<file path="src/rtl/dtm_pkg.sv">
// package of the dual timer block: register map, field layouts, modes, timing counts
// assumes a byte-wide register port with 12-bit addresses
package dtm_pkg;

  // ****************************************************************
  // register map
  // ****************************************************************
  localparam int          ADDR_W       = 12;
  localparam int          DATA_W       = 8;
  localparam logic [11:0] OFS_CTRL     = 12'h410;
  localparam logic [11:0] OFS_STATUS   = 12'h411;
  localparam logic [11:0] OFS_PRESCALE = 12'h412;
  localparam logic [11:0] OFS_IRQ_STAT = 12'h420;
  localparam logic [11:0] OFS_IRQ_MASK = 12'h421;
  localparam logic [11:0] OFS_TL0      = 12'h450;
  localparam logic [11:0] OFS_TH0      = 12'h451;
  localparam logic [11:0] OFS_TL1      = 12'h452;
  localparam logic [11:0] OFS_TH1      = 12'h453;
  localparam logic [11:0] OFS_RTL0     = 12'h454;
  localparam logic [11:0] OFS_RTH0     = 12'h455;
  localparam logic [11:0] OFS_RTL1     = 12'h456;
  localparam logic [11:0] OFS_RTH1     = 12'h457;
  localparam logic [11:0] OFS_MODE     = 12'h45c;

  // ****************************************************************
  // reset values and field positions
  // ****************************************************************
  localparam logic [7:0] RST_BYTE     = 8'h00;
  localparam logic [1:0] RST_PRESCALE = 2'h0;
  localparam logic [3:0] RST_IRQ      = 4'h0;
  localparam int         STAT_T0OE    = 0;
  localparam int         STAT_TIMER1_TOGGLE_OUTPUT_ENABLE    = 2;
  // interrupt request / status bit positions
  localparam int         IRQ_TF0      = 0;
  localparam int         IRQ_TF1      = 1;
  localparam int         IRQ_IE0      = 2;
  localparam int         IRQ_IE1      = 3;

  // ****************************************************************
  // timing: prescaler terminal counts (divide by 4, 16, 64)
  // ****************************************************************
  localparam logic [5:0] PRESC_LAST_4  = 6'h03;
  localparam logic [5:0] PRESC_LAST_16 = 6'h0f;
  localparam logic [5:0] PRESC_LAST_64 = 6'h3f;

  typedef enum logic [1:0] {
    DTM_PRESC_4  = 2'b00,
    DTM_PRESC_16 = 2'b01,
    DTM_PRESC_64 = 2'b10
  } dtm_presc_t;

  typedef enum logic [1:0] {
    DTM_MODE_16_RELOAD = 2'b00,
    DTM_MODE_16        = 2'b01,
    DTM_MODE_8_RELOAD  = 2'b10,
    DTM_MODE_SPLIT     = 2'b11
  } dtm_mode_t;

  typedef struct packed {
    logic      gate1;
    logic      ct1;
    dtm_mode_t mode1;
    logic      gate0;
    logic      ct0;
    dtm_mode_t mode0;
  } dtm_timer_mode_register_t;

  typedef struct packed {
    logic timer1_overflow_flag;
    logic timer1_run;
    logic timer0_overflow_flag;
    logic timer0_run;
    logic ext_irq1_edge_flag;
    logic ext_irq1_trigger_type;
    logic ext_irq0_edge_flag;
    logic ext_irq0_trigger_type;
  } dtm_timer_control_flags_t;

  typedef struct packed {
    logic [11:0] addr;
    logic [7:0]  wdata;
    logic        wr;
    logic        rd;
  } dtm_bus_req_t;

endpackage

</file>
<file path="src/rtl/dtm_pin_sync.sv">
// two-flop synchronisers for outside pins, with falling-edge pulses
// assumes pins are asynchronous to sys_clk
`timescale 1ns/1ps
module dtm_pin_sync #(
  parameter int W = 4
) (
  input  wire logic         sys_clk,
  input  wire logic         rstn,
  input  wire logic [W-1:0] pin,
  output logic      [W-1:0] level,
  output logic      [W-1:0] fall
);

  logic [W-1:0] meta_reg;
  logic [W-1:0] sync_reg;
  logic [W-1:0] prev_reg;

  // pins idle high, so reset to ones to avoid a false edge
  always_ff @(posedge sys_clk or negedge rstn)
  begin
    if (!rstn)
    begin
      meta_reg <= '1;
      sync_reg <= '1;
      prev_reg <= '1;
    end
    else
    begin
      meta_reg <= pin;
      sync_reg <= meta_reg;
      prev_reg <= sync_reg;
    end
  end

  assign level = sync_reg;
  assign fall  = prev_reg & ~sync_reg;

endmodule

</file>
<file path="src/rtl/dtm_byte_counter.sv">
// one count byte: software write, then load, then increment
// assumes at most one load source per cycle chosen by the caller
`timescale 1ns/1ps
module dtm_byte_counter #(
  parameter int W = 8
) (
  input  wire logic         sys_clk,
  input  wire logic         rstn,
  input  wire logic         inc,
  input  wire logic         load,
  input  wire logic [W-1:0] load_val,
  input  wire logic         wr,
  input  wire logic [W-1:0] wr_data,
  output logic      [W-1:0] count,
  output logic              wrap
);

  logic [W-1:0] count_reg;

  always_ff @(posedge sys_clk or negedge rstn)
  begin
    if (!rstn)
      count_reg <= '0;
    else if (wr)
      count_reg <= wr_data;
    else if (load)
      count_reg <= load_val;
    else if (inc)
      count_reg <= W'(count_reg + 1'b1);
  end

  assign count = count_reg;
  assign wrap  = inc & (&count_reg);

endmodule

</file>
<file path="src/rtl/dtm_top.sv">
// dual timer block: timers 0 and 1 in modes 0..3, control/flag register, interrupts
// assumes a single-cycle register port and an interrupt controller acking vectored requests
//
// Functional notes
// - mode 1 is plain 16-bit count, no reload
// - mode 2 low byte overflow sets flag, reloads
// - mode 2 reload leaves high byte alone
// - mode 2 identical for both timers
// - mode 2 overflow every N*(256-reload) clocks
// - timer 1 in mode 3 holds count
// - timer 0 mode 3 low byte uses timer-0 controls
// - split high byte: internal clock, timer-1 run/flag
// - timer 1 stops in mode 3, still baud source with timer 0 in mode 3
// - timer 1 flag set unless its toggle enabled
// - timer 0 flag set unless its toggle enabled
// - overflow flag cleared on vector or software
// - edge flag set on edge, cleared when processed
// - type bit selects falling edge or low level
// - mode field encodes the four modes
// - gating needs run bit and high irq pin
// - select bit picks prescaled clock or pin
`timescale 1ns/1ps
module dtm_top (
  input  wire logic                  sys_clk,
  input  wire logic                  rstn,
  input  wire dtm_pkg::dtm_bus_req_t bus_req,
  output logic [7:0]                 rd_data,
  input  wire logic                  ext_irq0_pin,
  input  wire logic                  ext_irq1_pin,
  input  wire logic                  t0_count_pin,
  input  wire logic                  t1_count_pin,
  input  wire logic [3:0]            irq_ack,
  output logic [3:0]                 irq_req,
  output logic                       irq,
  output logic                       t1_baud_tick,
  output logic                       t0_toggle_out,
  output logic                       t1_toggle_out
);

  // ****************************************************************
  // registers and decode
  // ****************************************************************
  dtm_pkg::dtm_timer_control_flags_t timer_control_flags_reg;
  dtm_pkg::dtm_timer_mode_register_t timer_mode_register_reg;
  logic [7:0]         stat_reg;
  logic [1:0]         presc_sel_reg;
  logic [3:0]         irq_stat_reg;
  logic [3:0]         irq_mask_reg;
  logic [7:0]         rtl0_reg, rth0_reg, rtl1_reg, rth1_reg;
  logic [7:0]         rd_data_reg;
  logic [5:0]         presc_cnt_reg;
  logic               t1_baud_reg, t0_tog_reg, t1_tog_reg;
  logic wr_ctrl, wr_stat, wr_presc, wr_istat, wr_imask, wr_mode;
  logic wr_tl0, wr_th0, wr_tl1, wr_th1, wr_rtl0, wr_rth0, wr_rtl1, wr_rth1;
  logic [7:0] rd_mux;
  logic [7:0] tl0, th0, tl1, th1;
  always_comb
  begin
    {wr_ctrl, wr_stat, wr_presc, wr_istat, wr_imask, wr_mode} = '0;
    {wr_tl0, wr_th0, wr_tl1, wr_th1, wr_rtl0, wr_rth0, wr_rtl1, wr_rth1} = '0;
    rd_mux = 8'h00;
    if (bus_req.addr == dtm_pkg::OFS_CTRL)
    begin
      wr_ctrl = bus_req.wr;
      rd_mux  = timer_control_flags_reg;
    end
    else if (bus_req.addr == dtm_pkg::OFS_STATUS)
    begin
      wr_stat = bus_req.wr;
      rd_mux  = stat_reg;
    end
    else if (bus_req.addr == dtm_pkg::OFS_PRESCALE)
    begin
      wr_presc = bus_req.wr;
      rd_mux   = {6'h00, presc_sel_reg};
    end
    else if (bus_req.addr == dtm_pkg::OFS_IRQ_STAT)
    begin
      wr_istat = bus_req.wr;
      rd_mux   = {4'h0, irq_stat_reg};
    end
    else if (bus_req.addr == dtm_pkg::OFS_IRQ_MASK)
    begin
      wr_imask = bus_req.wr;
      rd_mux   = {4'h0, irq_mask_reg};
    end
    else if (bus_req.addr == dtm_pkg::OFS_MODE)
    begin
      wr_mode = bus_req.wr;
      rd_mux  = timer_mode_register_reg;
    end
    else if (bus_req.addr == dtm_pkg::OFS_TL0)
    begin
      wr_tl0 = bus_req.wr;
      rd_mux = tl0;
    end
    else if (bus_req.addr == dtm_pkg::OFS_TH0)
    begin
      wr_th0 = bus_req.wr;
      rd_mux = th0;
    end
    else if (bus_req.addr == dtm_pkg::OFS_TL1)
    begin
      wr_tl1 = bus_req.wr;
      rd_mux = tl1;
    end
    else if (bus_req.addr == dtm_pkg::OFS_TH1)
    begin
      wr_th1 = bus_req.wr;
      rd_mux = th1;
    end
    else if (bus_req.addr == dtm_pkg::OFS_RTL0)
    begin
      wr_rtl0 = bus_req.wr;
      rd_mux  = rtl0_reg;
    end
    else if (bus_req.addr == dtm_pkg::OFS_RTH0)
    begin
      wr_rth0 = bus_req.wr;
      rd_mux  = rth0_reg;
    end
    else if (bus_req.addr == dtm_pkg::OFS_RTL1)
    begin
      wr_rtl1 = bus_req.wr;
      rd_mux  = rtl1_reg;
    end
    else if (bus_req.addr == dtm_pkg::OFS_RTH1)
    begin
      wr_rth1 = bus_req.wr;
      rd_mux  = rth1_reg;
    end
  end
  // read data stand only in the cycle after the read strobe
  always_ff @(posedge sys_clk or negedge rstn)
  begin
    if (!rstn)
      rd_data_reg <= dtm_pkg::RST_BYTE;
    else
      rd_data_reg <= bus_req.rd ? rd_mux : 8'h00;
  end
  assign rd_data = rd_data_reg;
  always_ff @(posedge sys_clk or negedge rstn)
  begin
    if (!rstn)
    begin
      timer_mode_register_reg      <= dtm_pkg::RST_BYTE;
      stat_reg      <= dtm_pkg::RST_BYTE;
      presc_sel_reg <= dtm_pkg::RST_PRESCALE;
      irq_mask_reg  <= dtm_pkg::RST_IRQ;
      rtl0_reg      <= dtm_pkg::RST_BYTE;
      rth0_reg      <= dtm_pkg::RST_BYTE;
      rtl1_reg      <= dtm_pkg::RST_BYTE;
      rth1_reg      <= dtm_pkg::RST_BYTE;
    end
    else
    begin
      if (wr_mode)  timer_mode_register_reg      <= bus_req.wdata;
      if (wr_stat)  stat_reg      <= bus_req.wdata;
      if (wr_presc) presc_sel_reg <= bus_req.wdata[1:0];
      if (wr_imask) irq_mask_reg  <= bus_req.wdata[3:0];
      if (wr_rtl0)  rtl0_reg      <= bus_req.wdata;
      if (wr_rth0)  rth0_reg      <= bus_req.wdata;
      if (wr_rtl1)  rtl1_reg      <= bus_req.wdata;
      if (wr_rth1)  rth1_reg      <= bus_req.wdata;
    end
  end

  // ****************************************************************
  // pins and prescaler
  // ****************************************************************
  logic [3:0] pin_lvl, pin_fall;
  logic       presc_tick;
  dtm_pin_sync #(.W(4)) u_sync (
    .sys_clk (sys_clk),
    .rstn    (rstn),
    .pin     ({t1_count_pin, t0_count_pin, ext_irq1_pin, ext_irq0_pin}),
    .level   (pin_lvl),
    .fall    (pin_fall)
  );
  function automatic logic [5:0] presc_last(input logic [1:0] sel);
    case (sel)
      dtm_pkg::DTM_PRESC_16: presc_last = dtm_pkg::PRESC_LAST_16;
      dtm_pkg::DTM_PRESC_64: presc_last = dtm_pkg::PRESC_LAST_64;
      default:               presc_last = dtm_pkg::PRESC_LAST_4;
    endcase
  endfunction
  assign presc_tick = (presc_cnt_reg >= presc_last(presc_sel_reg));
  always_ff @(posedge sys_clk or negedge rstn)
  begin
    if (!rstn)
      presc_cnt_reg <= 6'h00;
    else
      presc_cnt_reg <= presc_tick ? 6'h00 : 6'(presc_cnt_reg + 1'b1);
  end

  // ****************************************************************
  // counters
  // ****************************************************************
  dtm_pkg::dtm_mode_t mode0, mode1;
  logic split0, run0, run1, tl0_inc, th0_inc, tl1_inc, th1_inc;
  logic tl0_wrap, th0_wrap, tl1_wrap, th1_wrap;
  logic tl0_load, th0_load, tl1_load, th1_load;
  logic t0_ovf, t1_ovf, th0_split_ovf, tf0_set, tf1_set;
  assign mode0  = timer_mode_register_reg.mode0;
  assign mode1  = timer_mode_register_reg.mode1;
  assign split0 = (mode0 == dtm_pkg::DTM_MODE_SPLIT);
  // run bit, optionally gated by the irq pin level
  assign run0 = timer_control_flags_reg.timer0_run & (~timer_mode_register_reg.gate0 | pin_lvl[0]);
  // with timer 0 split its high byte owns the run bit; timer 1 runs unless in mode 3 or gated by a low irq pin
  assign run1 = (split0 | timer_control_flags_reg.timer1_run) & (~timer_mode_register_reg.gate1 | pin_lvl[1])
                & (mode1 != dtm_pkg::DTM_MODE_SPLIT);
  assign tl0_inc = run0 & (timer_mode_register_reg.ct0 ? pin_fall[2] : presc_tick);
  assign tl1_inc = run1 & (timer_mode_register_reg.ct1 ? pin_fall[3] : presc_tick);
  // split high byte: internal clock only, started by timer 1 run bit
  assign th0_inc = split0 ? (timer_control_flags_reg.timer1_run & presc_tick)
                 : (mode0 == dtm_pkg::DTM_MODE_8_RELOAD) ? 1'b0
                 : tl0_wrap;
  assign th1_inc = (mode1 == dtm_pkg::DTM_MODE_8_RELOAD) ? 1'b0 : tl1_wrap;
  assign tl0_load = (mode0 == dtm_pkg::DTM_MODE_8_RELOAD) ? tl0_wrap
                  : (mode0 == dtm_pkg::DTM_MODE_16_RELOAD) & th0_wrap;
  assign th0_load = (mode0 == dtm_pkg::DTM_MODE_16_RELOAD) & th0_wrap;
  assign tl1_load = (mode1 == dtm_pkg::DTM_MODE_8_RELOAD) ? tl1_wrap
                  : (mode1 == dtm_pkg::DTM_MODE_16_RELOAD) & th1_wrap;
  assign th1_load = (mode1 == dtm_pkg::DTM_MODE_16_RELOAD) & th1_wrap;
  assign t0_ovf = (mode0[1]) ? tl0_wrap : th0_wrap;
  assign t1_ovf = (mode1[1]) ? tl1_wrap : th1_wrap;
  assign th0_split_ovf = split0 & th0_wrap;
  dtm_byte_counter #(.W(8)) u_tl0 (.sys_clk(sys_clk), .rstn(rstn), .inc(tl0_inc),
    .load(tl0_load), .load_val(rtl0_reg), .wr(wr_tl0), .wr_data(bus_req.wdata),
    .count(tl0), .wrap(tl0_wrap));
  dtm_byte_counter #(.W(8)) u_th0 (.sys_clk(sys_clk), .rstn(rstn), .inc(th0_inc),
    .load(th0_load), .load_val(rth0_reg), .wr(wr_th0), .wr_data(bus_req.wdata),
    .count(th0), .wrap(th0_wrap));
  dtm_byte_counter #(.W(8)) u_tl1 (.sys_clk(sys_clk), .rstn(rstn), .inc(tl1_inc),
    .load(tl1_load), .load_val(rtl1_reg), .wr(wr_tl1), .wr_data(bus_req.wdata),
    .count(tl1), .wrap(tl1_wrap));
  dtm_byte_counter #(.W(8)) u_th1 (.sys_clk(sys_clk), .rstn(rstn), .inc(th1_inc),
    .load(th1_load), .load_val(rth1_reg), .wr(wr_th1), .wr_data(bus_req.wdata),
    .count(th1), .wrap(th1_wrap));
  // ****************************************************************
  // control/flag register and interrupts
  // ****************************************************************
  logic ie0_set, ie1_set;
  logic [3:0] events;
  assign tf0_set = t0_ovf & ~stat_reg[dtm_pkg::STAT_T0OE];
  assign tf1_set = (split0 ? th0_split_ovf : t1_ovf) & ~stat_reg[dtm_pkg::STAT_TIMER1_TOGGLE_OUTPUT_ENABLE];
  assign ie0_set = timer_control_flags_reg.ext_irq0_trigger_type & pin_fall[0];
  assign ie1_set = timer_control_flags_reg.ext_irq1_trigger_type & pin_fall[1];
  // hardware set wins over vector ack and software write
  always_ff @(posedge sys_clk or negedge rstn)
  begin
    if (!rstn)
      timer_control_flags_reg <= dtm_pkg::RST_BYTE;
    else
    begin
      if (wr_ctrl)
        timer_control_flags_reg <= bus_req.wdata;
      if (irq_ack[dtm_pkg::IRQ_TF0]) timer_control_flags_reg.timer0_overflow_flag <= 1'b0;
      if (irq_ack[dtm_pkg::IRQ_TF1]) timer_control_flags_reg.timer1_overflow_flag <= 1'b0;
      if (irq_ack[dtm_pkg::IRQ_IE0]) timer_control_flags_reg.ext_irq0_edge_flag   <= 1'b0;
      if (irq_ack[dtm_pkg::IRQ_IE1]) timer_control_flags_reg.ext_irq1_edge_flag   <= 1'b0;
      if (tf0_set) timer_control_flags_reg.timer0_overflow_flag <= 1'b1;
      if (tf1_set) timer_control_flags_reg.timer1_overflow_flag <= 1'b1;
      if (ie0_set) timer_control_flags_reg.ext_irq0_edge_flag   <= 1'b1;
      if (ie1_set) timer_control_flags_reg.ext_irq1_edge_flag   <= 1'b1;
    end
  end
  // low-level mode requests follow the synchronised pin level, two clocks behind the pin
  assign irq_req[dtm_pkg::IRQ_TF0] = timer_control_flags_reg.timer0_overflow_flag;
  assign irq_req[dtm_pkg::IRQ_TF1] = timer_control_flags_reg.timer1_overflow_flag;
  assign irq_req[dtm_pkg::IRQ_IE0] = timer_control_flags_reg.ext_irq0_trigger_type ?
                                     timer_control_flags_reg.ext_irq0_edge_flag : ~pin_lvl[0];
  assign irq_req[dtm_pkg::IRQ_IE1] = timer_control_flags_reg.ext_irq1_trigger_type ?
                                     timer_control_flags_reg.ext_irq1_edge_flag : ~pin_lvl[1];
  assign events = {pin_fall[1], pin_fall[0], tf1_set, tf0_set};
  always_ff @(posedge sys_clk or negedge rstn)
  begin
    if (!rstn)
      irq_stat_reg <= dtm_pkg::RST_IRQ;
    else
      irq_stat_reg <= (irq_stat_reg & ~(wr_istat ? bus_req.wdata[3:0] : 4'h0)) | events;
  end
  assign irq = |(irq_stat_reg & irq_mask_reg);
  // baud tick and toggle outputs
  always_ff @(posedge sys_clk or negedge rstn)
  begin
    if (!rstn)
    begin
      t1_baud_reg <= 1'b0;
      t0_tog_reg  <= 1'b0;
      t1_tog_reg  <= 1'b0;
    end
    else
    begin
      t1_baud_reg <= t1_ovf;
      if (t0_ovf & stat_reg[dtm_pkg::STAT_T0OE]) t0_tog_reg <= ~t0_tog_reg;
      if (t1_ovf & stat_reg[dtm_pkg::STAT_TIMER1_TOGGLE_OUTPUT_ENABLE]) t1_tog_reg <= ~t1_tog_reg;
    end
  end
  assign t1_baud_tick  = t1_baud_reg;
  assign t0_toggle_out = t0_tog_reg;
  assign t1_toggle_out = t1_tog_reg;
endmodule

</file>
<file path="config.mk">
export PLATFORM = sky130hd
export DESIGN_NAME = dtm_top
export DESIGN_NICKNAME = d
export VERILOG_FILES = /design/src/rtl/dtm_pkg.sv /design/src/rtl/dtm_pin_sync.sv /design/src/rtl/dtm_byte_counter.sv /design/src/rtl/dtm_top.sv
export SDC_FILE = /design/constraint.sdc
export NUM_CORES = 1
export LEC_CHECK = 0
export BUFFER_PORTS_ARGS = -buffer_cell sky130_fd_sc_hd__buf_2
export CORE_MARGIN = 1.5
export CORE_UTILIZATION = 50
export CTS_CLUSTER_SIZE = 25
export DETAILED_ROUTE_END_ITERATION = 10
export GPL_TIMING_DRIVEN = 0
export PLACE_DENSITY_LB_ADDON = 0.2
export SLEW_MARGIN = 20
export SYNTH_ARGS = -nofsm -noshare
export SYNTH_HDL_FRONTEND = slang
export SYNTH_SLANG_ARGS = --single-unit
</file>
<file path="constraint.sdc">
create_clock -name sys_clk -period 3.54 [get_ports sys_clk]
set_clock_uncertainty 0.15 [all_clocks]
set_input_delay 0.531 -clock sys_clk [delete_from_list [all_inputs] [get_ports sys_clk]]
set_output_delay 0.531 -clock sys_clk [all_outputs]
set_load 0.005 [all_outputs]
</file>
==> impl_metrics.py <==
metrics = {
    "run_status": {
        "outcome": "finished clean",
    },
    "clocking": {
        "cts_made_buffers": 17,
        "cts_root_buffer": "clkbuf_16",
        "clockBufferDepth": 2,
        "clk_latency_ps": 430,
        "clk_pin_slew_ps": 60,
        "cts_setup_buffers": 0,
        "htreeDepth": 4,
        "clock-sinks": 127,
        "cts_tree": "yes",
    },
    "routing": {
        "drtAntennaViolNets": 0,
        "post_drt_wl_per_cell_um": 23.5,
        "drt-pass1-iter-count": 8,
        "routed_wl_um": 23400,
        "routed_via_density": 6.46,
        "via_count": 6445,
        "drtIter0Drc": 849,
        "drc": 0,
    },
    "global_route": {
        "overflow": 0,
        "grt_antenna_before_repair": 0,
        "grt_max_degree": 82,
        "grt_pass1_wl_um": 35700,
        "first_global_vias": 6119,
        "grtUsageTotal_pct": 32.3,
    },
    "sta": {
        "relSlewSlack_pct": 22.2,
        "rsz0062_at_grt": "false",
        "finalSetupViolCount": 0,
        "min_period_over_period_pct": 95.4,
        "clock.fmax_ghz": 0.296,
        "fin_crit_ps": 3380,
        "timing_hold_violations_final": 0,
        "fin_tns_setup_ps": 0,
        "tightest_slew_ps": 1160,
        "drv_slew": 0,
    },
    "logic_synthesis": {
        "synth_cells": 743,
        "synth_edf_count": 0,
        "ys_ff_latch": 127,
        "async_flop_share_pct": 100,
        "yosysSeqAreaShare_pct": 44.1,
        "synth_ff_type": "dfrtp_1",
        "yosysUniqueCellTypes": 78,
        "netlist_area_um2": 7250,
        "synth.avg_cell_area_um2": 9.75,
        "synthesis.nets": 783,
        "yosysWarnings": 0,
    },
    "run": {
        "max-cap-violations": 0,
    },
    "critical_path": {
        "crit_arrival_ps": 3520,
        "critPathLaunch": "presc_sel_reg[0]",
        "r2r_start": "presc_sel_reg[0]",
        "crit_path_start_kind": "flop",
        "crit_path_end_kind": "flop",
        "cp.required_ps": 3680,
        "path_cells": "inv_1 -> ha_1 -> inv_1 -> ha_1 -> a2111oi_0 -> a221oi_4 -> nand4_1 -> o31a_1 -> clkbuf_1 -> or2_2 -> buf_2 -> o221ai_1",
        "critPathMaxStageDelay_ps": 700,
        "criticalPathCategory": "flop to flop",
        "cp_max_fo": 9,
        "crit_slowest_cell": "a2111oi_0",
    },
    "final_layout": {
        "finish.utilization_pct": 59.7,
        "n_antenna_cell": 0,
        "syn_to_final_growth_pct": 15.2,
        "layout-drive-gt1-share_pct": 21.4,
        "nNetsFinal": 844,
        "final_cells": 997,
        "final_cell_mix": "dfrtp_1, nand2_1, o21ai_0, mux2_2, nor2_1",
        "final_common_cell": "dfrtp_1",
    },
    "place": {
        "dp_cells": 964,
        "gp_congestion": 0.973,
        "dp.final_hpwl_um": 17000,
        "place.port_buffers": 40,
    },
    "floorplanning": {
        "core_area_um2": 14000,
        "dieArea_um2": 15200,
        "io_pins": 48,
        "start_util_pct": 51.8,
        "dieWidth_um": 123,
        "die_y_um": 123,
        "rows": 43,
    },
    "min_path": {
        "min_path_type": "input port to flop",
        "min_from": "t0_count_pin",
    },
    "power": {
        "power.density_nw_per_um2": 491,
        "finalPower_uw": 4100,
        "p_leak_uw": 0.00354,
        "ir_drop_mv": 0.460,
    },
}
[cell type report]
cell class | instances | area (µm²)
Clock inverter | 13 | 175
Inverter | 16 | 60.1
Tap cell | 180 | 225
Multi-Input combinational cell | 558 | 3830
Timing Repair Buffer | 42 | 244
Fill cell | 1211 | 5640
Buffer | 42 | 173
Sequential cell | 127 | 3190
Clock buffer | 19 | 443
[routing by layer]
metal / track usage, % / up-vias / part of all wire (%)
met5: 0 / - / 0
met4: 12.5 / 0 / 3.2
met3: 5.17 / 42 / 7.8
met2: 49.5 / 334 / 45
met1: 46.0 / 3208 / 44
li1: - / 2861 / -
[synth_stat cells, drive strengths merged (7+ instances only)]
master / n / area share [%]
mux2: 54 / 8.4
nand3: 26 / 1.8
xnor2: 14 / 1.7
ha: 8 / 1.4
nand2: 82 / 4.2
and3: 13 / 1.1
mux2i: 25 / 3.6
o211ai: 9 / 0.93
o22ai: 9 / 0.78
buf: 11 / 0.76
dfrtp: 115 / 40
inv: 16 / 0.83
nor2b: 8 / 0.69
a22oi: 7 / 0.73
nand2b: 7 / 0.60
a21oi: 43 / 3.0
mux4: 8 / 2.5
clkbuf: 31 / 1.6
o21ai: 70 / 4.9
nor2: 52 / 2.7
dfstp: 12 / 4.4
nand4: 10 / 0.86
a211oi: 8 / 0.83
nor3: 14 / 0.97
[metrics by stage]
step           instance area (µm²)  setup WS (ps)  hold slack [ps]
2_1_floorplan                 7250            742             85.4
3_3_place_gp                  7670            131              195
3_5_place_dp                  7710           48.4              199
4_1_cts                       8330           32.3             44.1
5_1_grt                       8350           13.3             38.9
6_report                      8350            164             51.0
[worst max-delay path, delay by kind of cell, from the launching register on]
| family | cells | cell delay, ps |
|---|---|---|
| flip-flops | 1 | 440 |
| AO/OA/AOI/OAI | 4 | 1220 |
| adder cells (fa/ha/maj) | 2 | 370 |
| AND/OR/NAND/NOR | 2 | 360 |
| buffers and inverters | 4 | 700 |
[kinds of logic (layout without fill, tap and decap cells)]
| kind of cell | Yosys count | in the layout | share of synthesized area (%) |
|---|---|---|---|
| adder cells (fa/ha/maj) | 8 | 8 | 1.38 |
| XOR/XNOR | 20 | 20 | 2.42 |
| AO/OA/AOI/OAI | 195 | 195 | 17.0 |
| AND/OR/NAND/NOR | 248 | 248 | 17.4 |
| buffers and inverters | 58 | 132 | 3.21 |
| flip-flops | 127 | 127 | 44.1 |
| multiplexers | 87 | 87 | 14.5 |
[path summary, 6_finish.rpt]
check,slack (ps),endpoint,cells past startpoint
max in group asynchronous,2000,u_sync.prev_reg[3],3
min reg2reg,210,u_sync.level[1],0
min in group asynchronous,460,timer_control_flags_reg[2],2
max reg2reg,160,u_th0.count[1],12
max,160,u_th0.count[1],12
min,50,u_sync.meta_reg[2],1
[where the power goes]
group / total (µW) / internal, µW / switching, µW / leakage (µW)
registers: 1570 / 1510 / 61.9 / 0.00156
clock network: 1840 / 1140 / 701 / 0.000296
logic: 686 / 268 / 418 / 0.00168
[timing repair]
action	CTS	global route
hold endpoints to repair	43	0
resized for setup	0	1
hold buffers	1	0
setup endpoints to repair	0	16
(Power assumes the default switching activity.)
